--- src/verilog/tx_cmd_params.svh ---
// constants for the transmit command decoder
`ifndef TX_CMD_PARAMS_SVH
`define TX_CMD_PARAMS_SVH
`define CMD_IOC_BIT 31
`define CMD_ALIGN_HI 25
`define CMD_ALIGN_LO 24
`define CMD_OFS_HI 20
`define CMD_OFS_LO 16
`define CMD_FIRST_BIT 13
`define CMD_LAST_BIT 12
`define CMD_SIZE_HI 10
`define CMD_SIZE_LO 0
`define ALIGN_4 2'h0
`define ALIGN_16 2'h1
`define ALIGN_32 2'h2
`define ALIGN_RSVD 2'h3
`endif

--- src/verilog/tx_cmd_pkg.sv ---
// types for the transmit command decoder
package tx_cmd_pkg;
   typedef enum logic [1:0]
   {
      st_cmd_a = 2'h0,
      st_cmd_b = 2'h1,
      st_data = 2'h2
   } phase_type;
endpackage

--- src/verilog/skid_buffer.sv ---
// two-entry buffer with valid and ready on both sides
module skid_buffer #(
   parameter int WIDTH = 32
) (
   input wire logic clk_sys,
   input wire logic rst_n,
   input wire logic [WIDTH-1:0] in_data,
   input wire logic in_valid,
   output logic in_ready,
   output logic [WIDTH-1:0] out_data,
   output logic out_valid,
   input wire logic out_ready
);
   typedef struct packed {
      logic [WIDTH-1:0] d0;
      logic [WIDTH-1:0] d1;
      logic [1:0] cnt;
   } buf_type;
   buf_type s_r;
   buf_type s_nxt;
   logic push;
   logic pop;

   assign in_ready = (s_r.cnt != 2'h2);
   assign out_valid = (s_r.cnt != 2'h0);
   assign out_data = s_r.d0;
   assign push = in_valid && in_ready;
   assign pop = out_valid && out_ready;

   always_comb
   begin
      s_nxt = s_r;
      if (pop)
      begin
         s_nxt.d0 = s_r.d1;
      end
      if (push)
      begin
         if ((s_r.cnt == 2'h0) || (s_r.cnt == 2'h1 && pop))
         begin
            s_nxt.d0 = in_data;
         end
         else
         begin
            s_nxt.d1 = in_data;
         end
      end
      s_nxt.cnt = s_r.cnt + {1'b0, push} - {1'b0, pop};
      if (!rst_n)
      begin
         s_nxt = '0;
      end
   end

   always_ff @(posedge clk_sys)
   begin
      s_r <= s_nxt;
   end
endmodule

--- src/verilog/tx_buffer_command_decoder.sv ---
// transmit command decoder: parses command words, strips offset and padding, checks length
`include "tx_cmd_params.svh"
module tx_buffer_command_decoder #(
   parameter int LEN_W = 11
) (
   input wire logic clk_sys,
   input wire logic rst_n,
   input wire logic [31:0] host_data,
   input wire logic host_valid,
   output logic host_ready,
   output logic [31:0] tx_word,
   output logic [3:0] tx_byte_en,
   output logic tx_last,
   output logic tx_valid,
   input wire logic tx_ready,
   output logic tx_completion_interrupt,
   output logic transmit_error_flag,
   output logic first_segment_flag,
   output logic last_segment_flag,
   output logic [1:0] end_alignment,
   output logic align_reserved,
   input wire logic tx_completion_clear,
   input wire logic transmit_error_clear
);
   typedef struct packed {
      tx_cmd_pkg::phase_type phase;
      logic [31:0] cmd_a;
      logic [31:0] cmd_b;
      logic [31:0] ref_b;
      logic have_ref;
      logic [15:0] pos;
      logic [15:0] total;
      logic [15:0] endpos;
      logic [15:0] buf_end;
      logic ioc_pend;
      logic cmpl;
      logic err;
   } state_type;
   state_type s_r;
   state_type s_nxt;
   logic [36:0] in_d;
   logic in_v;
   logic in_rdy;
   logic [36:0] out_d;
   logic accept;
   logic [4:0] ofs;
   logic [15:0] size16;
   logic [15:0] align_mask;
   logic [15:0] lo;
   logic [15:0] wend;
   logic [3:0] be;
   logic [3:0] lane;

   assign ofs = s_r.cmd_a[`CMD_OFS_HI:`CMD_OFS_LO];
   assign size16 = {5'h0, s_r.cmd_a[`CMD_SIZE_HI:`CMD_SIZE_LO]};
   assign first_segment_flag = s_r.cmd_a[`CMD_FIRST_BIT];
   assign last_segment_flag = s_r.cmd_a[`CMD_LAST_BIT];
   assign end_alignment = s_r.cmd_a[`CMD_ALIGN_HI:`CMD_ALIGN_LO];
   assign align_reserved = (end_alignment == `ALIGN_RSVD);
   assign tx_completion_interrupt = s_r.cmpl;
   assign transmit_error_flag = s_r.err;

   always_comb
   begin
      unique case (end_alignment)
         `ALIGN_16: align_mask = 16'h000f;
         `ALIGN_32: align_mask = 16'h001f;
         default: align_mask = 16'h0003;
      endcase
   end

   // byte positions inside the current word, relative to buffer start
   assign lo = {s_r.pos[13:0], 2'h0};
   assign wend = lo + 16'h0004;
   always_comb
   begin
      for (int i = 0; i < 4; i++)
      begin
         lane[i] = ((lo + 16'(i)) >= {11'h0, ofs}) && ((lo + 16'(i)) < s_r.endpos);
      end
      be = lane;
   end

   // word accepted from host: in the data phase only if the buffer can take it, so stall reaches the host
   assign host_ready = (s_r.phase != tx_cmd_pkg::st_data) ? 1'b1 : in_rdy;
   assign accept = host_valid && host_ready;

   always_comb
   begin
      in_v = 1'b0;
      in_d = {be, (wend >= s_r.endpos) && s_r.cmd_a[`CMD_LAST_BIT], host_data};
      s_nxt = s_r;
      if (tx_completion_clear)
      begin
         s_nxt.cmpl = 1'b0;
      end
      if (transmit_error_clear)
      begin
         s_nxt.err = 1'b0;
      end
      unique case (s_r.phase)
         tx_cmd_pkg::st_cmd_a:
         begin
            if (accept)
            begin
               s_nxt.cmd_a = host_data;
               s_nxt.phase = tx_cmd_pkg::st_cmd_b;
            end
         end
         tx_cmd_pkg::st_cmd_b:
         begin
            if (accept)
            begin
               s_nxt.cmd_b = host_data;
               s_nxt.pos = 16'h0000;
               s_nxt.endpos = {11'h0, ofs} + size16;
               // padded end: round up to the alignment boundary
               s_nxt.buf_end = (({11'h0, ofs} + size16 + align_mask) & ~align_mask);
               s_nxt.ioc_pend = s_r.cmd_a[`CMD_IOC_BIT];
               if (s_r.cmd_a[`CMD_FIRST_BIT])
               begin
                  s_nxt.total = size16;
                  s_nxt.ref_b = host_data;
                  s_nxt.have_ref = 1'b1;
               end
               else
               begin
                  s_nxt.total = s_r.total + size16;
                  if (s_r.have_ref && (host_data != s_r.ref_b))
                  begin
                     s_nxt.err = 1'b1;
                  end
               end
               s_nxt.phase = tx_cmd_pkg::st_data;
               if (s_nxt.buf_end == 16'h0000)
               begin
                  // empty buffer: no data words follow, so it is complete here
                  s_nxt.phase = tx_cmd_pkg::st_cmd_a;
                  if (s_r.cmd_a[`CMD_IOC_BIT])
                  begin
                     s_nxt.cmpl = 1'b1;
                  end
                  if (s_r.cmd_a[`CMD_LAST_BIT])
                  begin
                     s_nxt.have_ref = 1'b0;
                     if (s_nxt.total[LEN_W-1:0] != host_data[`CMD_SIZE_HI:`CMD_SIZE_LO])
                     begin
                        s_nxt.err = 1'b1;
                     end
                  end
               end
            end
         end
         tx_cmd_pkg::st_data:
         begin
            if (accept)
            begin
               // whole words outside the valid span never enter the buffer
               in_v = (be != 4'h0);
               s_nxt.pos = s_r.pos + 16'h0001;
               if (wend >= s_r.buf_end)
               begin
                  s_nxt.phase = tx_cmd_pkg::st_cmd_a;
                  if (s_r.ioc_pend)
                  begin
                     s_nxt.cmpl = 1'b1;
                  end
                  if (s_r.cmd_a[`CMD_LAST_BIT])
                  begin
                     s_nxt.have_ref = 1'b0;
                     if (s_r.total[LEN_W-1:0] != s_r.cmd_b[`CMD_SIZE_HI:`CMD_SIZE_LO])
                     begin
                        s_nxt.err = 1'b1;
                     end
                  end
               end
            end
         end
         default:
         begin
            s_nxt.phase = tx_cmd_pkg::st_cmd_a;
         end
      endcase
      if (!rst_n)
      begin
         s_nxt = '0;
      end
   end

   always_ff @(posedge clk_sys)
   begin
      s_r <= s_nxt;
   end

   skid_buffer #(
      .WIDTH(37)
   ) u_buf (
      .clk_sys(clk_sys),
      .rst_n(rst_n),
      .in_data(in_d),
      .in_valid(in_v),
      .in_ready(in_rdy),
      .out_data(out_d),
      .out_valid(tx_valid),
      .out_ready(tx_ready)
   );
   assign tx_word = out_d[31:0];
   assign tx_last = out_d[32];
   assign tx_byte_en = out_d[36:33];
endmodule

--- config.mk ---
export PLATFORM = sky130hd
export DESIGN_NAME = tx_buffer_command_decoder
export DESIGN_NICKNAME = d
export VERILOG_FILES = /design/src/verilog/tx_cmd_pkg.sv /design/src/verilog/skid_buffer.sv /design/src/verilog/tx_buffer_command_decoder.sv
export VERILOG_INCLUDE_DIRS = /design/src /design/src/verilog
export SDC_FILE = /design/constraint.sdc
export NUM_CORES = 1
export LEC_CHECK = 0
export BUFFER_PORTS_ARGS = -buffer_cell sky130_fd_sc_hd__buf_4
export CORE_UTILIZATION = 25
export DETAILED_ROUTE_END_ITERATION = 10
export PLACE_DENSITY_LB_ADDON = 0.12
export SYNTH_ARGS = -nofsm -noshare
export SYNTH_HDL_FRONTEND = slang
export SYNTH_HIERARCHICAL = 1
export SYNTH_SLANG_ARGS = --single-unit
--- constraint.sdc ---
create_clock -name clk_sys -period 7.76 [get_ports clk_sys]
set_clock_uncertainty 0.2 [all_clocks]
set_input_delay 0.388 -clock clk_sys [delete_from_list [all_inputs] [get_ports clk_sys]]
set_output_delay 0.388 -clock clk_sys [all_outputs]
set_load 0.005 [all_outputs]
# Word level (Yosys, flattened, before mapping)
# Cells that the tools add are included.
[op_classes]
n_addsub = 10
n_lt_le_gt_ge = 10
eq_ne = 16
n_mux = 39
bitwise_logic = 3
reduce_logical = 24
[ops]
columns = ["cell", "n"]
rows = [
  ["$mux 37", 3],
  ["$mux 74", 1],
  ["$mux 68", 1],
  ["$ge 16x5->1", 4],
  ["$lt 16x16->1", 4],
  ["$mux 16", 3],
  ["$mux 34", 1],
  ["$pmux 17 s2", 1],
  ["$add 16x1->16 const B", 2],
  ["$add 16x2->16 const B", 2],
  ["$ge 16x16->1", 2],
  ["$ne 32x32->1", 1],
  ["$ne 11x11->1", 2],
  ["$mux 1", 18],
  ["$mux 17", 1],
  ["$add 12x16->16", 1],
  ["$add 16x11->16", 1],
  ["$add 16x3->16 const B", 1],
  ["$and 16x16->16", 1],
  ["$logic_not 16->1", 1],
  ["$not 16->16", 1],
  ["$mux 2", 7],
  ["$ne 2x2->1 const B", 7],
  ["$add 5x11->12", 1],
  ["other kinds (17)", 35],
]
[word_totals]
regBits = 221
input_bits = 38
out_inout_bits = 46
word_cells = 117

# Longest topological paths before layout
[logic_depth]
word_depth = 11
mapped_depth = 14
ltp_nobuf = 14

# Cells and area by module
# Netlist, hierarchy kept.
[modules_own_cells]
columns = ["module", "instances", "cells_each", "area_each_um2", "seq_area_each_um2"]
rows = [
  ["tx_buffer_command_decoder", 1, 988, 7598.5, 2362.3],
  ["skid_buffer", 1, 436, 3637.2, 1521.5],
]

# Least setup slack after synthesis
# No wires, ideal clock.
[synth_path]
kind = "register to register"
start = "reg s_r (netlist bit ofs[0])"
end = "reg s_r[12] (netlist name)"
setup_ns = 0.132
t_arrival_ns = 2.615
required_ns = 7.428
path_slack_ns = 4.813
path_stages_with_launch = 13
n_path_buf = 0
synth_period_minus_slack_ns = 2.947
cell_sequence = "dfxtp_1 > ha_1 > inv_1 > fa_1 > xnor2_1 > ha_1 > a21o_1 > a21o_1 > maj3_1 > nand3b_2 > nor3_1 > nor3_1 > o31ai_1"
[synth_via]
elab_chain_len = 3
[synth_rtl]
columns = ["element", "line", "rtl"]
rows = [
  ["start, declared", "tx_buffer_command_decoder.sv:39", "state_type s_r;"],
  ["start signal, assigned", "tx_buffer_command_decoder.sv:192", "s_r <= s_nxt;"],
  ["$add 5x11->12", "tx_buffer_command_decoder.sv:118", "s_nxt.buf_end = (({11'h0, ofs} + size16 + align_mask) & ~align_mask);"],
  ["$add 12x16->16", "tx_buffer_command_decoder.sv:118", ""],
  ["$and 16x16->16", "tx_buffer_command_decoder.sv:118", ""],
]
# No other way between the ends.
# A chain may end at the register's enable or synchronous reset.

# Worst setup path after layout
[layout_path]
start = "reg s_r (netlist bit lo[2])"
end = "reg u_buf.s_r (netlist bit u_buf/out_data[3])"
[layout_via]
elab_chain_len = 8
word_cells_on_any_way = 20
classes_between = "add/sub (3); order compare (8); mux (3); reduce/logical (6)"
[layout_rtl]
columns = ["element", "line", "rtl"]
rows = [
  ["$add 16x2->16 (*)", "tx_buffer_command_decoder.sv:79", "lane[i] = ((lo + 16'(i)) >= {11'h0, ofs}) && ((lo + 16'(i)) < s_r.endpos);"],
  ["$ge 16x5->1 / $lt 16x16->1 (equally long branches)", "tx_buffer_command_decoder.sv:79", ""],
  ["$logic_and 1x1->1 (*)", "tx_buffer_command_decoder.sv:79", ""],
  ["named net be[2]", "tx_buffer_command_decoder.sv:51", "logic [3:0] be;"],
  ["$reduce_bool 4->1 (*)", "tx_buffer_command_decoder.sv:159", "in_v = (be != 4'h0);"],
  ["$mux 1 (*)", "tx_buffer_command_decoder.sv:156", "if (accept)"],
  ["$mux 1 (*)", "tx_buffer_command_decoder.sv:101", "unique case (s_r.phase)"],
  ["named net in_v", "tx_buffer_command_decoder.sv:42", "logic in_v;"],
  ["$logic_and 1x1->1 (*)", "skid_buffer.sv:27", "assign push = in_valid && in_ready;"],
  ["$mux 74 (*)", "skid_buffer.sv:37", "if (push)"],
  ["end signal, assigned", "skid_buffer.sv:57", "s_r <= s_nxt;"],
  ["end, declared", "skid_buffer.sv:19", "buf_type s_r;"],
]
# The timed path passes the listed nets; every way through them passes the cells marked *.

==> metrics.md <==
| Metric | Value |
|---|---|
| Top achievable clock speed | about 0.25 GHz |
| Lkg Pwr | roughly 0.0045 µW |
| Final design area excluding fillers | between 0.01 and 0.015 mm² |
| HP Class | in -> reg |
| Gpl congestion | 0.7906 |
| Post-CTS Setup Bufs | 0 |
| Placed cell area | roughly 0.012 mm² |
| FF+latch count, synth | around 190 |
| Share of the synthesized area in the top cell type | around 35% |
| Largest net degree at the start of global routing | 70 |
| Post-CTS sizing | 0 |
| PortBufs | 83 |
| Peak supply drop | 0.1395 mV |
| WP data arrival | 4.04 ns |
| Fin Setup TNS | 0 ns |
| Fin. Hold Viols | 0 |
| Total GRT Usage | between 10% and 20% |
| Post-DR vias/cell | between 4 and 5 |
| Num CTS Buffers | 17 |
| Core ar. | around 0.044 mm² |
| CTS tree | built |
| Die ar. | 0.04579 mm² |
| Worst-Margin Slew | about 1.2 ns |
| Final min period | just under 4 ns |
| Grt total ovfl | 0 |
| Crit path kind | reg -> reg |
| DRC | 0 |
| Initial antenna violation count | 0 |
| NumNets Final | around 1,500 |
| Mapped Cells | 1,424 |
| Vias after detailed routing | 9,725 |
| Pwr/cell area | 196.2 mW/mm² |
| Worst rel slew slack | about a fifth |
| DR iter-0 viols | between 400 and 500 |
| Startpoint types | flip-flop |
| Root buffer cell | clkbuf_16 |
| Hold slack | roughly 0.026 ns |
| Boundary pin count | between 80 and 90 |
| Synth Warn # | 6 |
| Final setup fails | 0 |
| Synth area leaders | dfxtp_1, nand2_1, ha_1 |
| Netlist cell types | 84 |
| Area Overhead vs Synth | 11.76% |
| CP max FO | 38 |
| Outcome | complete, no violations |
| Worst-Skew Late Latency | approximately 0.44 ns |
| Starting Density | 25.35% |
| Worst-path clk slew | roughly 0.070 ns |
| Register area share after synthesis | 34.57% |
| First-pass GRT wire length | 55.91 mm |
| Max-cap viol count | 0 |
| H-tree levels | 4 |
| Pre-antenna DRT Iters | 5 |
| CP endpoint kind | flip-flop |
| Routed len/inst | 17.58 µm |
| Worst Reg-to-Reg Cells | 12 |
| Req. time, crit path | between 7 and 8 ns |
| RSZ-0062 raised after global routing | no |
| Syn Area/Cell | around 7.9 µm² |
| Hold buffers post-CTS | 0 |
| Share of cells above drive strength 1 | between 10% and 20% |
| Area leader, netlist | dfxtp_1 |
| Post-Synthesis Cell Area | around 0.011 mm² |
| Die H | ~210 µm |
| Most used DFF post-synth | dfxtp_1 |
| N_diodes | 0 |
| Post-DRT Antenna Nets | 0 |
| Hpwl dp | about 24 mm |
| Post-synth EDFFs | 0 |
| Hold Path Cell Cnt | 3 |
| Final period util | 50.70% |
| Vias in the first global route | 9,204 |
| Die W | around 210 µm |
| Maximum root-to-sink buffer count | 2 |
| Post-Syn Nets | approximately 1,500 |
| Sink Count | around 190 |
| Max-slew violations | 0 |
| WL final | around 35 mm |
| Site row count | between 70 and 80 |
| FFs w/ async S/R, synth | 0% |
==> Yosys cell counts (7+ instances only) <==
| library cell | count |
|---|---|
| a211oi_1 | 17 |
| a21boi_0 | 29 |
| a21boi_1 | 10 |
| a21o_1 | 10 |
| a21oi_1 | 121 |
| a31oi_1 | 44 |
| and3_1 | 7 |
| buf_2 | 24 |
| buf_4 | 53 |
| clkbuf_1 | 53 |
| dfxtp_1 | 194 |
| ha_1 | 60 |
| inv_1 | 40 |
| mux2i_1 | 7 |
| nand2_1 | 272 |
| nand2b_1 | 13 |
| nand3_1 | 66 |
| nand4_1 | 14 |
| nor2_1 | 59 |
| nor2b_1 | 9 |
| nor3_1 | 16 |
| nor4_1 | 9 |
| o21a_1 | 11 |
| o21ai_0 | 72 |
| o31ai_1 | 41 |
| xnor2_1 | 51 |
| xor2_1 | 26 |
==> layout make-up <==
class,instances,area [µm²]
clock buffer,22,464.2
timing repair buffer,97,728.2
tap,592,740.7
clock inverter,10,131.4
multi-input combinational,1053,6450
inverter,42,158.9
sequential,194,3884
fill,4836,31760
==> flip-flops by register name, indices dropped and copies added, names as in the netlist <==
| signal | count |
|---|---|
| last_segment_flag | 1 |
| s_r | 93 |
| u_buf/out_data | 37 |
| lo | 14 |
| transmit_error_flag | 1 |
| end_alignment | 2 |
| u_buf/s_r | 39 |
| first_segment_flag | 1 |
| tx_completion_interrupt | 1 |
| ofs | 5 |
==> layer usage <==
metal / global-route usage, % / wire [µm]
met5: 0 / 0
met4: 3.189 / 351
met3: 2.402 / 908
met2: 24.87 / 16190
met1: 21.77 / 17890
==> report_power, final <==
| part | switching, µW | leakage (µW) | internal (µW) |
|---|---|---|---|
| sequential | 42.0 | 0.00157 | 1030 |
| combinational | 287 | 0.00261 | 174 |
| clock | 405 | 0.000294 | 524 |
| total | 735 | 0.00447 | 1730 |
==> per-stage QoR <==
| step | power, µW | util, % | instances | worst slack [ns] |
|---|---|---|---|---|
| 6_report | 2464 | 28.33 | 2010 | 3.826 |
| 5_1_grt | 2600 | 28.33 | 2010 | 3.607 |
| 4_1_cts | 2505 | 28.33 | 2010 | 3.852 |
| 3_5_place_dp | 1564 | 26.99 | 1978 | 3.872 |
| 3_3_place_gp | 1564 | 26.99 | 1978 | 3.929 |
| 2_1_floorplan | 1413 | - | 1424 | 4.813 |
==> layout by cell type, fill, tap and decap left out, drive strengths merged, types with 22 or more instances in the layout <==
cell type | Yosys | layout
ha | 60 | 60
xor2 | 27 | 27
dfxtp | 194 | 194
o21ai | 77 | 77
a31oi | 44 | 44
a21boi | 39 | 39
o31ai | 41 | 41
buf | 82 | 97
a21oi | 122 | 122
inv | 41 | 41
xnor2 | 52 | 52
nand3 | 66 | 66
nor2 | 60 | 60
nand2 | 272 | 272
clkbuf | 53 | 22
==> worst paths after layout <==
kind,start,endpoint,slack [ns]
setup / recovery,lo[2]$_SDFFE_PN0P_,u_buf/out_data[3]$_SDFF_PN0_,3.83
hold / removal,host_data[14],s_r[82]$_SDFFE_PN0P_,0.03
setup reg to reg,lo[2]$_SDFFE_PN0P_,u_buf/out_data[3]$_SDFF_PN0_,3.83
hold reg to reg,s_r[15]$_SDFFE_PN0P_,s_r[15]$_SDFFE_PN0P_,0.25
==> logic make-up (layout without fill, tap and decap cells) <==
group                    Yosys count  after routing  synth area share [%]
AO/OA/AOI/OAI                    399            399                 22.47
XOR/XNOR                          79             79                 6.292
adder cells (fa/ha/maj)           63             63                 7.127
buffers and inverters            177            171                 8.218
flip-flops                       194            194                 34.57
multiplexers                      11             11                 1.024
AND/OR/NAND/NOR                  501            501                 20.30
==> critical path, cell delays in order (launching register included) <==
cell	delay [ns]
dfxtp_1	0.52
inv_1	0.15
ha_1	0.34
nor2_1	0.11
nand2_1	0.06
or4_1	0.43
o211a_1	0.18
o41a_1	0.50
nand2b_1	0.10
buf_4	0.42
or2_1	0.17
buf_4	0.41
a31oi_1	0.15
No activity file was read; power rests on OpenSTA's default activity.
